[config.mk]
export PLATFORM = sky130hd
export DESIGN_NAME = ccet_carrier_trip
export DESIGN_NICKNAME = d
export VERILOG_FILES = /design/src/logic/ccet_carrier_trip.v /design/src/logic/ccet_fault_sync.v
export VERILOG_INCLUDE_DIRS = /design/src /design/src/logic
export SDC_FILE = /design/constraint.sdc
export NUM_CORES = 1
export LEC_CHECK = 0
export BUFFER_PORTS_ARGS = -buffer_cell sky130_fd_sc_hd__buf_2
export CAP_MARGIN = 20
export CORE_ASPECT_RATIO = 1.75
export CORE_UTILIZATION = 60
export DETAILED_ROUTE_END_ITERATION = 10
export GPL_TIMING_DRIVEN = 0
export PLACE_DENSITY = 0.87
export RECOVER_POWER = 25
export SLEW_MARGIN = 0
export SYNTH_ARGS = -nofsm -noshare
export SYNTH_HDL_FRONTEND = slang
export SYNTH_SLANG_ARGS = --single-unit
[constraint.sdc]
create_clock -name i_clk_sys -period 4.5 [get_ports i_clk_sys]
set_clock_uncertainty 0.1 [all_clocks]
set_input_delay 0.9 -clock i_clk_sys [delete_from_list [all_inputs] [get_ports i_clk_sys]]
set_output_delay 0.9 -clock i_clk_sys [all_outputs]
set_load 0.02 [all_outputs]
[src/logic/ccet_consts.vh]
// Constants for the carrier control and external trip block.
`ifndef CCET_CONSTS_VH
`define CCET_CONSTS_VH

// Carrier frequencies in units of 0.1 kHz.
`define CCET_CARRIER_MIN 8'h14
`define CCET_CARRIER_MAX_NORMAL 8'h96
`define CCET_CARRIER_MAX_LIGHT 8'h64
`define CCET_CARRIER_REDUCE_FLOOR 8'h1e
`define CCET_CARRIER_LOW_SPEED 8'h14
`define CCET_CARRIER_RESET 8'h1e
`define CCET_CARRIER_STEP 8'h01

// Slew of 2 kHz per second is 20 steps of 0.1 kHz per second, one per 50 ms.
`define CCET_SLEW_RATE_STEPS_PER_S 20
`define CCET_CLOCK_HZ 20000000
`define CCET_SLEW_TICK_CYCLES (`CCET_CLOCK_HZ / `CCET_SLEW_RATE_STEPS_PER_S)

// Reduction selector codes.
`define CCET_REDUCE_OFF 2'h0
`define CCET_REDUCE_CURRENT 2'h1
`define CCET_REDUCE_TEMP 2'h2

// Control method and terminal function codes.
`define CCET_CTRL_SENSORLESS 2'h3
`define CCET_FUNC_EXT_FAULT 8'h0c

// Load type select values.
`define CCET_LOAD_NORMAL 1'b0
`define CCET_LOAD_LIGHT 1'b1

// Restart modes after trip reset.
`define CCET_RESTART_ZERO 2'h0
`define CCET_RESTART_MATCH 2'h1
`define CCET_RESTART_HOLD 2'h2

// Trip controller states.
`define CCET_ST_RUN 2'h0
`define CCET_ST_TRIP 2'h1
`define CCET_ST_RESTART 2'h2

`endif

[src/logic/ccet_carrier_trip.v]
// Carrier frequency controller with automatic reduction and external fault trip.
`timescale 1ns/100ps
`include "ccet_consts.vh"

module ccet_carrier_trip #(
    parameter TERMINALS = 7,
    parameter SLEW_TICK_CYCLES = `CCET_SLEW_TICK_CYCLES,
    parameter [15:0] LOW_SPEED_FREQ = 16'h01f4,
    parameter [15:0] RAMP_SPAN_FREQ = 16'h01f4
) (
    input wire i_clk_sys, // System clock, 20 MHz.
    input wire i_reset_n, // Asynchronous reset, active low.
    input wire [7:0] i_carrier_freq_setting, // Carrier setting in 0.1 kHz.
    input wire i_load_type_select, // 0 normal duty, 1 light duty.
    input wire [1:0] i_auto_carrier_reduce_select, // Reduction mode code.
    input wire [1:0] i_control_method_select, // Control method code.
    input wire [15:0] i_output_freq, // Output frequency in 0.01 Hz.
    input wire [15:0] i_current_level, // Output current measurement.
    input wire [15:0] i_current_threshold, // Current level for reduction.
    input wire [15:0] i_temp_level, // Heatsink temperature measurement.
    input wire [15:0] i_temp_threshold, // Temperature for reduction.
    input wire i_dc_braking, // DC braking in progress.
    input wire [8*TERMINALS-1:0] i_input_terminal_function, // Function code per terminal.
    input wire [TERMINALS-1:0] i_input_terminals, // Raw terminal levels.
    input wire i_trip_reset_input, // Trip reset request.
    input wire [1:0] i_post_reset_restart_mode, // Restart mode after reset.
    input wire i_run_command, // Run command level.
    output reg [7:0] o_carrier_freq, // Effective carrier in 0.1 kHz.
    output reg o_external_fault_trip, // External fault trip latched.
    output reg o_alarm_output, // Alarm output.
    output reg o_output_enable, // Power stage gate enable.
    output reg o_restart_match_speed, // Restart with speed matching.
    output reg o_reduction_active // Target is below the clamped setting: reduction, DC braking or sensorless limit.
);

// ------------------------------------------------------------------
// Fault terminal synchronisation and decode
// ------------------------------------------------------------------

wire [TERMINALS-1:0] term_sync;
wire [TERMINALS-1:0] fault_hit;

ccet_fault_sync #(
    .WIDTH(TERMINALS)
) u_sync (
    .i_clk_sys(i_clk_sys),
    .i_reset_n(i_reset_n),
    .i_async(i_input_terminals),
    .o_sync(term_sync)
);

function is_ext_fault;
    input [7:0] code;
    begin
        is_ext_fault = (code == `CCET_FUNC_EXT_FAULT);
    end
endfunction

// A terminal counts only while its function code selects the external fault.
genvar gi;
generate
    for (gi = 0; gi < TERMINALS; gi = gi + 1) begin : g_term
        assign fault_hit[gi] = term_sync[gi] &
            is_ext_fault(i_input_terminal_function[8*gi +: 8]);
    end
endgenerate

wire fault_on = |fault_hit;

// ------------------------------------------------------------------
// Carrier target selection
// ------------------------------------------------------------------

reg [7:0] setting_clamped;
reg [7:0] upper_limit;
reg reduce_enable;
reg reduce_request;
reg [7:0] reduced_target;
reg [7:0] svc_target;
reg [7:0] target;
reg [15:0] ramp_pos;
reg [23:0] ramp_prod;
reg [23:0] ramp_quot;
wire sensorless = (i_control_method_select == `CCET_CTRL_SENSORLESS);

// ------------------------------------------------------------------
// Helper functions
// ------------------------------------------------------------------

function [7:0] min_carrier;
    input [7:0] a;
    input [7:0] b;
    begin
        min_carrier = (a < b) ? a : b;
    end
endfunction

// ------------------------------------------------------------------
// Setting range limit per load type
// ------------------------------------------------------------------

always @* begin
    upper_limit = (i_load_type_select == `CCET_LOAD_LIGHT) ?
        `CCET_CARRIER_MAX_LIGHT : `CCET_CARRIER_MAX_NORMAL;
    if (i_carrier_freq_setting < `CCET_CARRIER_MIN) begin
        setting_clamped = `CCET_CARRIER_MIN;
    end else begin
        setting_clamped = min_carrier(i_carrier_freq_setting, upper_limit);
    end
end

// ------------------------------------------------------------------
// Automatic reduction request
// ------------------------------------------------------------------

always @* begin
    reduce_enable = (setting_clamped >= `CCET_CARRIER_REDUCE_FLOOR);
    case (i_auto_carrier_reduce_select)
        `CCET_REDUCE_CURRENT: begin
            reduce_request = (i_current_level > i_current_threshold);
        end
        `CCET_REDUCE_TEMP: begin
            reduce_request = (i_temp_level > i_temp_threshold);
        end
        default: begin
            reduce_request = 1'b0;
        end
    endcase
end

// Reduction is all or nothing: the target drops straight to the 3 kHz floor.
always @* begin
    if (reduce_enable && (reduce_request || i_dc_braking)) begin
        reduced_target = `CCET_CARRIER_REDUCE_FLOOR;
    end else begin
        reduced_target = setting_clamped;
    end
end

// ------------------------------------------------------------------
// Sensorless vector low-speed carrier
// ------------------------------------------------------------------

// Held at 2 kHz up to the low-speed limit, then rising linearly over the ramp span.
always @* begin
    if (i_output_freq <= LOW_SPEED_FREQ) begin
        ramp_pos = 16'h0000;
    end else if (i_output_freq - LOW_SPEED_FREQ >= RAMP_SPAN_FREQ) begin
        ramp_pos = RAMP_SPAN_FREQ;
    end else begin
        ramp_pos = i_output_freq - LOW_SPEED_FREQ;
    end
    ramp_prod = {16'h0000, reduced_target - `CCET_CARRIER_LOW_SPEED} * {8'h00, ramp_pos};
    if (RAMP_SPAN_FREQ == 16'h0000) begin
        ramp_quot = 24'h000000;
        svc_target = reduced_target;
    end else begin
        ramp_quot = ramp_prod / {8'h00, RAMP_SPAN_FREQ};
        svc_target = `CCET_CARRIER_LOW_SPEED + ramp_quot[7:0];
    end
end

// ------------------------------------------------------------------
// Target after the sensorless limit
// ------------------------------------------------------------------

always @* begin
    if (sensorless) begin
        target = min_carrier(svc_target, reduced_target);
    end else begin
        target = reduced_target;
    end
end

// ------------------------------------------------------------------
// Slew tick and carrier stepping
// ------------------------------------------------------------------

// One step of 0.1 kHz per tick; the default tick of 50 ms gives 2 kHz per second.
reg [31:0] tick_count;
reg [31:0] next_tick;
wire slew_tick = (tick_count >= SLEW_TICK_CYCLES - 1);

always @* begin
    if (slew_tick) begin
        next_tick = 32'h00000000;
    end else begin
        next_tick = tick_count + 32'h00000001;
    end
end

always @(posedge i_clk_sys or negedge i_reset_n) begin
    if (!i_reset_n) begin
        tick_count <= 32'h00000000;
    end else begin
        tick_count <= next_tick;
    end
end

// ------------------------------------------------------------------
// Carrier stepping
// ------------------------------------------------------------------

// The carrier slews on every target change; only reset jumps it, loading 3 kHz directly, from which it then slews.
reg [7:0] next_carrier;

always @* begin
    next_carrier = o_carrier_freq;
    if (slew_tick) begin
        if (o_carrier_freq < target) begin
            next_carrier = o_carrier_freq + `CCET_CARRIER_STEP;
        end else if (o_carrier_freq > target) begin
            next_carrier = o_carrier_freq - `CCET_CARRIER_STEP;
        end
    end
end

// ------------------------------------------------------------------
// Carrier output registers
// ------------------------------------------------------------------

wire next_reduction_active = (target < setting_clamped);

always @(posedge i_clk_sys or negedge i_reset_n) begin
    if (!i_reset_n) begin
        o_carrier_freq <= `CCET_CARRIER_RESET;
    end else begin
        o_carrier_freq <= next_carrier;
    end
end

always @(posedge i_clk_sys or negedge i_reset_n) begin
    if (!i_reset_n) begin
        o_reduction_active <= 1'b0;
    end else begin
        o_reduction_active <= next_reduction_active;
    end
end

// ------------------------------------------------------------------
// External fault trip state machine
// ------------------------------------------------------------------

localparam ST_RUN = `CCET_ST_RUN;
localparam ST_TRIP = `CCET_ST_TRIP;
localparam ST_RESTART = `CCET_ST_RESTART;

reg [1:0] state;
reg [1:0] next_state;
reg [1:0] restart_mode;

always @* begin
    next_state = state;
    case (state)
        ST_RUN: begin
            if (fault_on) begin
                next_state = ST_TRIP;
            end
        end
        ST_TRIP: begin
            // A reset only leaves the trip while the synchronised fault is low.
            if (i_trip_reset_input && !fault_on) begin
                next_state = ST_RESTART;
            end
        end
        ST_RESTART: begin
            if (fault_on) begin
                next_state = ST_TRIP;
            end else if (!i_trip_reset_input) begin
                next_state = ST_RUN;
            end
        end
        default: begin
            next_state = ST_RUN;
        end
    endcase
end

always @(posedge i_clk_sys or negedge i_reset_n) begin
    if (!i_reset_n) begin
        state <= ST_RUN;
    end else begin
        state <= next_state;
    end
end

reg next_trip;
reg next_alarm;
reg next_enable;
reg next_match;
reg hold_off;

// ------------------------------------------------------------------
// Trip outputs and restart mode
// ------------------------------------------------------------------

// Hold mode keeps the gates off for one cycle after the trip reset input is released.
always @* begin
    hold_off = (restart_mode == `CCET_RESTART_HOLD) && (state == ST_RESTART);
    next_trip = (next_state == ST_TRIP);
    next_alarm = (next_state == ST_TRIP);
    next_enable = (next_state == ST_RUN) && i_run_command && !hold_off;
    next_match = (next_state != ST_TRIP) && (restart_mode == `CCET_RESTART_MATCH);
end

always @(posedge i_clk_sys or negedge i_reset_n) begin
    if (!i_reset_n) begin
        restart_mode <= `CCET_RESTART_ZERO;
    end else if (next_state == ST_RESTART && state == ST_TRIP) begin
        restart_mode <= i_post_reset_restart_mode;
    end
end

always @(posedge i_clk_sys or negedge i_reset_n) begin
    if (!i_reset_n) begin
        o_external_fault_trip <= 1'b0;
        o_alarm_output <= 1'b0;
        o_output_enable <= 1'b0;
        o_restart_match_speed <= 1'b0;
    end else begin
        o_external_fault_trip <= next_trip;
        o_alarm_output <= next_alarm;
        o_output_enable <= next_enable;
        o_restart_match_speed <= next_match;
    end
end

endmodule

[src/logic/ccet_fault_sync.v]
// Two-stage synchroniser for the external fault terminal levels.
`timescale 1ns/100ps
`include "ccet_consts.vh"

module ccet_fault_sync #(
    parameter WIDTH = 7
) (
    input wire i_clk_sys, // System clock.
    input wire i_reset_n, // Asynchronous reset, active low.
    input wire [WIDTH-1:0] i_async, // Raw terminal levels.
    output wire [WIDTH-1:0] o_sync // Synchronised levels.
);

reg [WIDTH-1:0] stage_a;
reg [WIDTH-1:0] stage_b;

always @(posedge i_clk_sys or negedge i_reset_n) begin
    if (!i_reset_n) begin
        stage_a <= {WIDTH{1'b0}};
        stage_b <= {WIDTH{1'b0}};
    end else begin
        stage_a <= i_async;
        stage_b <= stage_a;
    end
end

assign o_sync = stage_b;

endmodule

==> flow_summary.json, run 1 <==
{
  "synth-main-ff-cell": "dfrtp_1",
  "grt_use_total_pct": 71.6,
  "failed_stage": "global routing (5_1_grt)",
  "synth_top_cell_by_area": "fa_1",
  "syn_avg_cell_area_um2": 8.10,
  "outcome": "did not finish",
  "yosys.area_share.xor_xnor_pct": 6.74,
  "start_util_pct": 61.0,
  "synth_top_family_by_area": "compound AO/OA/AOI/OAI gates",
  "htree_levels": 3,
  "synth_cell_types": 117,
  "io_pins": 176,
  "synth-compound-area-share_pct": 24.6,
  "cts_num_sinks": 62,
  "rows": 72,
  "tool.error": "[ERROR GRT-0232] Routing congestion too high. Check the congestion heatmap in the GUI.",
  "postGrtWorstEndpoint": "o_carrier_freq[6]$_DFFE_PN0P_/D",
  "fp.dieH_um": 200,
  "synth_area_leaders": "fa_1, dfrtp_1, ha_1",
  "ys_seq_area_share_pct": 11.6,
  "gp_congestion": 0.956,
  "synth-simple-area-share_pct": 22.6,
  "worst_path_end_type": "sequential cell input",
  "chipWidth_um": 115,
  "syn-cell-area_um2": 13500,
  "yosysMostFrequentCell": "inv_1",
  "synth-adder-area-share_pct": 24.0,
  "ys.warnings.count": 0,
  "yosys.area.top_type_share_pct": 12.6,
  "synthArstFlopShare_pct": 100,
  "dp_hpwl_um": 30100,
  "numCtsBuffers": 9,
  "synth_common_cells": "inv_1, nor2_1, nand2_1",
  "ctsHoldBuffers": 0,
  "grt_max_degree": 37,
  "ys_seq_elements": 62,
  "synth_edf_count": 0,
  "gr-total-overflow": 11,
  "post_synth_inst_count": 1662,
  "io_buffers": 175,
  "max-clock-path-buffers": 2,
  "root_buffer": "clkbuf_16",
  "synthMuxAreaShare_pct": 4.20
}
[repair_timing]
action | 4_1_cts
pin swaps | 117
endpoints found under the setup margin | 9
buffers inserted | 101
gates cloned | 1
resized for setup | 141
[per-layer routing]
| layer | GRT overflow | track usage, % |
|---|---|---|
| met1 | 0 | 71.2 |
| met2 | 4 | 87.0 |
| met3 | 0 | 58.9 |
| met4 | 7 | 67.4 |
| met5 | 0 | 31.1 |
[per-stage QoR]
stage | util [%] | instances | hold WS [ps] | area (um^2) | setup slack [ps]
detailed placement | 70.6 | 2200 | 235 | 15600 | -16260
CTS | 79.1 | 2315 | 247 | 17500 | -13950
global placement | 70.5 | 2199 | 232 | 15600 | -15770
floorplan | - | 1728 | 231 | 14300 | -13260
[kinds of logic after synthesis]
group | after synthesis
and+or+nand+nor | 583
DFF | 62
muxes | 51
AOI/OAI and AO/OA | 446
other | 2
adders and majority gates | 208
xor gates and xnor gates | 101
buffers and inverters | 209
==> run 2, diff against run 1 <==
Settings changed: CORE_ASPECT_RATIO 1.75 to not set, CORE_UTILIZATION 60 to 40, PLACE_DENSITY 0.87 to not set, PLACE_DENSITY_LB_ADDON set to 0.15.
==> flow_summary.json, run 2 <==
{
  "layout.nets": 2415,
  "grt_max_degree": 41,
  "hold_depth": 0,
  "die-area_um2": 34400,
  "r2r_end": "o_carrier_freq[6]",
  "timing.final.max_slew_violations": 0,
  "hp-class": "reg2reg",
  "fin_crit_sh_pct": 410,
  "finalSetupViolCount": 9,
  "min_to": "u_sync.o_sync[3]",
  "top_layer_used": "met4",
  "grt_use_total_pct": 21.9,
  "yosys.area.top_type_share_pct": 12.6,
  "via_count": 13799,
  "dp_hpwl_um": 28800,
  "met1_length_um": 16900,
  "synthArstFlopShare_pct": 100,
  "worstMarginPinSlew_ps": 1330,
  "cts_num_sinks": 62,
  "numCtsBuffers": 9,
  "cap_violations": 0,
  "reg_top3": "tick_count (32), o_carrier_freq (8)",
  "required_ps": 4620,
  "yosysMostFrequentCell": "inv_1",
  "max-clock-path-buffers": 2,
  "wl_per_cell_um": 15.2,
  "largest_register_ffs": 32,
  "arrival_ps": 18560,
  "ys_seq_area_share_pct": 11.6,
  "max_slew_margin_pct": 11.6,
  "worst_slack_ps": -13940,
  "viasPerCell": 5.52,
  "rr_startpoint": "o_carrier_freq[1]",
  "outcome": "complete, but fails checks",
  "grt_pass1_vias": 13399,
  "antenna_found_initial": 0,
  "cp-end-kind": "flop",
  "gp_congestion": 0.887,
  "ys_seq_elements": 62,
  "io_pins": 176,
  "fp.dieH_um": 185,
  "path_clk_slew_ps": 60,
  "drc": 0,
  "root_buffer": "clkbuf_16",
  "ys.warnings.count": 0,
  "worstSkewPairLatency_ps": 330,
  "synth_area_leaders": "fa_1, dfrtp_1, ha_1",
  "syn_avg_cell_area_um2": 8.10,
  "synth_common_cells": "inv_1, nor2_1, nand2_1",
  "firstDrtPassIters": 5,
  "worst-path-max-fanout": 8,
  "ctsHoldBuffers": 0,
  "rows": 66,
  "diodes": 0,
  "hold_viol": 0,
  "synth_edf_count": 0,
  "totalWireLength_um": 37900,
  "slowest_delay_ps": 560,
  "ant_nets": 0,
  "min_from": "u_sync.stage_a[3]",
  "reg2regPathDepth": 14,
  "synth-main-ff-cell": "dfrtp_1",
  "rsz0062_at_grt": "yes",
  "io_buffers": 175,
  "finalSetupTns_ps": -121090,
  "dp_slack_ps": -16070,
  "cts_tree": "yes",
  "dr_wl_met2_um": 18900,
  "r2r_setup_slack_ps": 1380,
  "clock.fmax_mhz": 54.2,
  "start_util_pct": 41.0,
  "drive_gt1_share_pct": 31.7,
  "failed_checks": "setup timing",
  "final_common_cell": "buf_2",
  "crit_path_start_kind": "primary input",
  "period_minus_slack_ps": 18440,
  "mostFrequentLayoutCells": "buf_2, inv_1, buf_4, nor2_1, nand2_1",
  "coreArea_um2": 32900,
  "critPathKind": "in2reg",
  "syn-cell-area_um2": 13500,
  "wl_met3_um": 1680,
  "regMostFlops": "tick_count",
  "gr-total-overflow": 0,
  "synthToLayoutAreaGrowth_pct": 36.3,
  "crit_slowest_cell": "fa_1",
  "drt_iter0_drc": 750,
  "chipWidth_um": 185,
  "post_synth_inst_count": 1662,
  "synth_cell_types": 117,
  "grt_pass1_wl_um": 62900,
  "synth_top_cell_by_area": "fa_1",
  "htree_levels": 3
}
[run 2: cell counts after synthesis]
Identical to the previous run, type by type.
[run 2: critical path, delay by kind of cell]
kind | cells | cell delay (ps)
AOI/OAI and AO/OA | 34 | 6950
adders and majority gates | 11 | 3800
and+or+nand+nor | 15 | 2510
buffers and inverters | 18 | 2420
muxes | 4 | 1160
xor gates and xnor gates | 5 | 780
[run 2: logic make-up after synthesis]
kind of cell	share of synthesized area, %
buffers and inverters	6.30
other	0.0558
adder cells (fa/ha/maj)	24.0
flip-flops	11.6
AO/OA/AOI/OAI	24.6
XOR/XNOR	6.74
AND/OR/NAND/NOR	22.6
multiplexers	4.20
[run 2: what timing repair did]
item                                    in CTS  in global routing
buffers inserted                            97                 42
resized for setup                          133                 91
hold endpoints to repair                     0                  0
pin swaps                                  110                 86
endpoints found under the setup margin       9                  9
cloned                                       1                  0
[run 2: layout make-up]
cell class | count | area, um^2
Fill cell | 3061 | 14500
Multi-Input combinational cell | 1458 | 13000
Timing Repair Buffer | 314 | 2020
Sequential cell | 62 | 1560
Inverter | 162 | 628
Tap cell | 442 | 553
Buffer | 44 | 348
Clock buffer | 10 | 239
Clock inverter | 6 | 46.3
[run 2: worst max path at each step]
| stage | start | endpoint | slack [ps] |
|---|---|---|---|
| after CTS | i_current_threshold[1] | o_carrier_freq[7] | -13880 |
| after floorplan | i_current_threshold[1] | o_carrier_freq[7] | -13260 |
| after detailed placement | i_current_threshold[1] | o_carrier_freq[7] | -16070 |
| after global routing | i_output_freq[2] | o_carrier_freq[6] | -14690 |
| final | i_load_type_select | o_carrier_freq[6] | -13940 |
| after global placement | i_current_threshold[1] | o_carrier_freq[7] | -15830 |
[run 2: per-stage QoR]
step | instance area [um^2] | hold WS (ps) | cells | util (%)
after global routing | 18400 | 255 | 2498 | 55.8
after CTS | 17600 | 241 | 2457 | 53.5
after global placement | 15700 | 232 | 2345 | 47.9
after floorplan | 14300 | 231 | 1728 | -
after detailed placement | 15800 | 235 | 2346 | 48.0
final | 18400 | 241 | 2498 | 55.8
[run 2: routing by layer]
| layer | vias to the layer above | global-route usage [%] |
|---|---|---|
| met1 | 6632 | 28.7 |
| met4 | 0 | 4.23 |
| met5 | - | 0 |
| met3 | 43 | 2.52 |
| met2 | 351 | 38.8 |
| li1 | 6773 | - |
Power of run 2 is not shown: default switching activity piles up to over one toggle a cycle in this logic, so the estimate is an artifact.
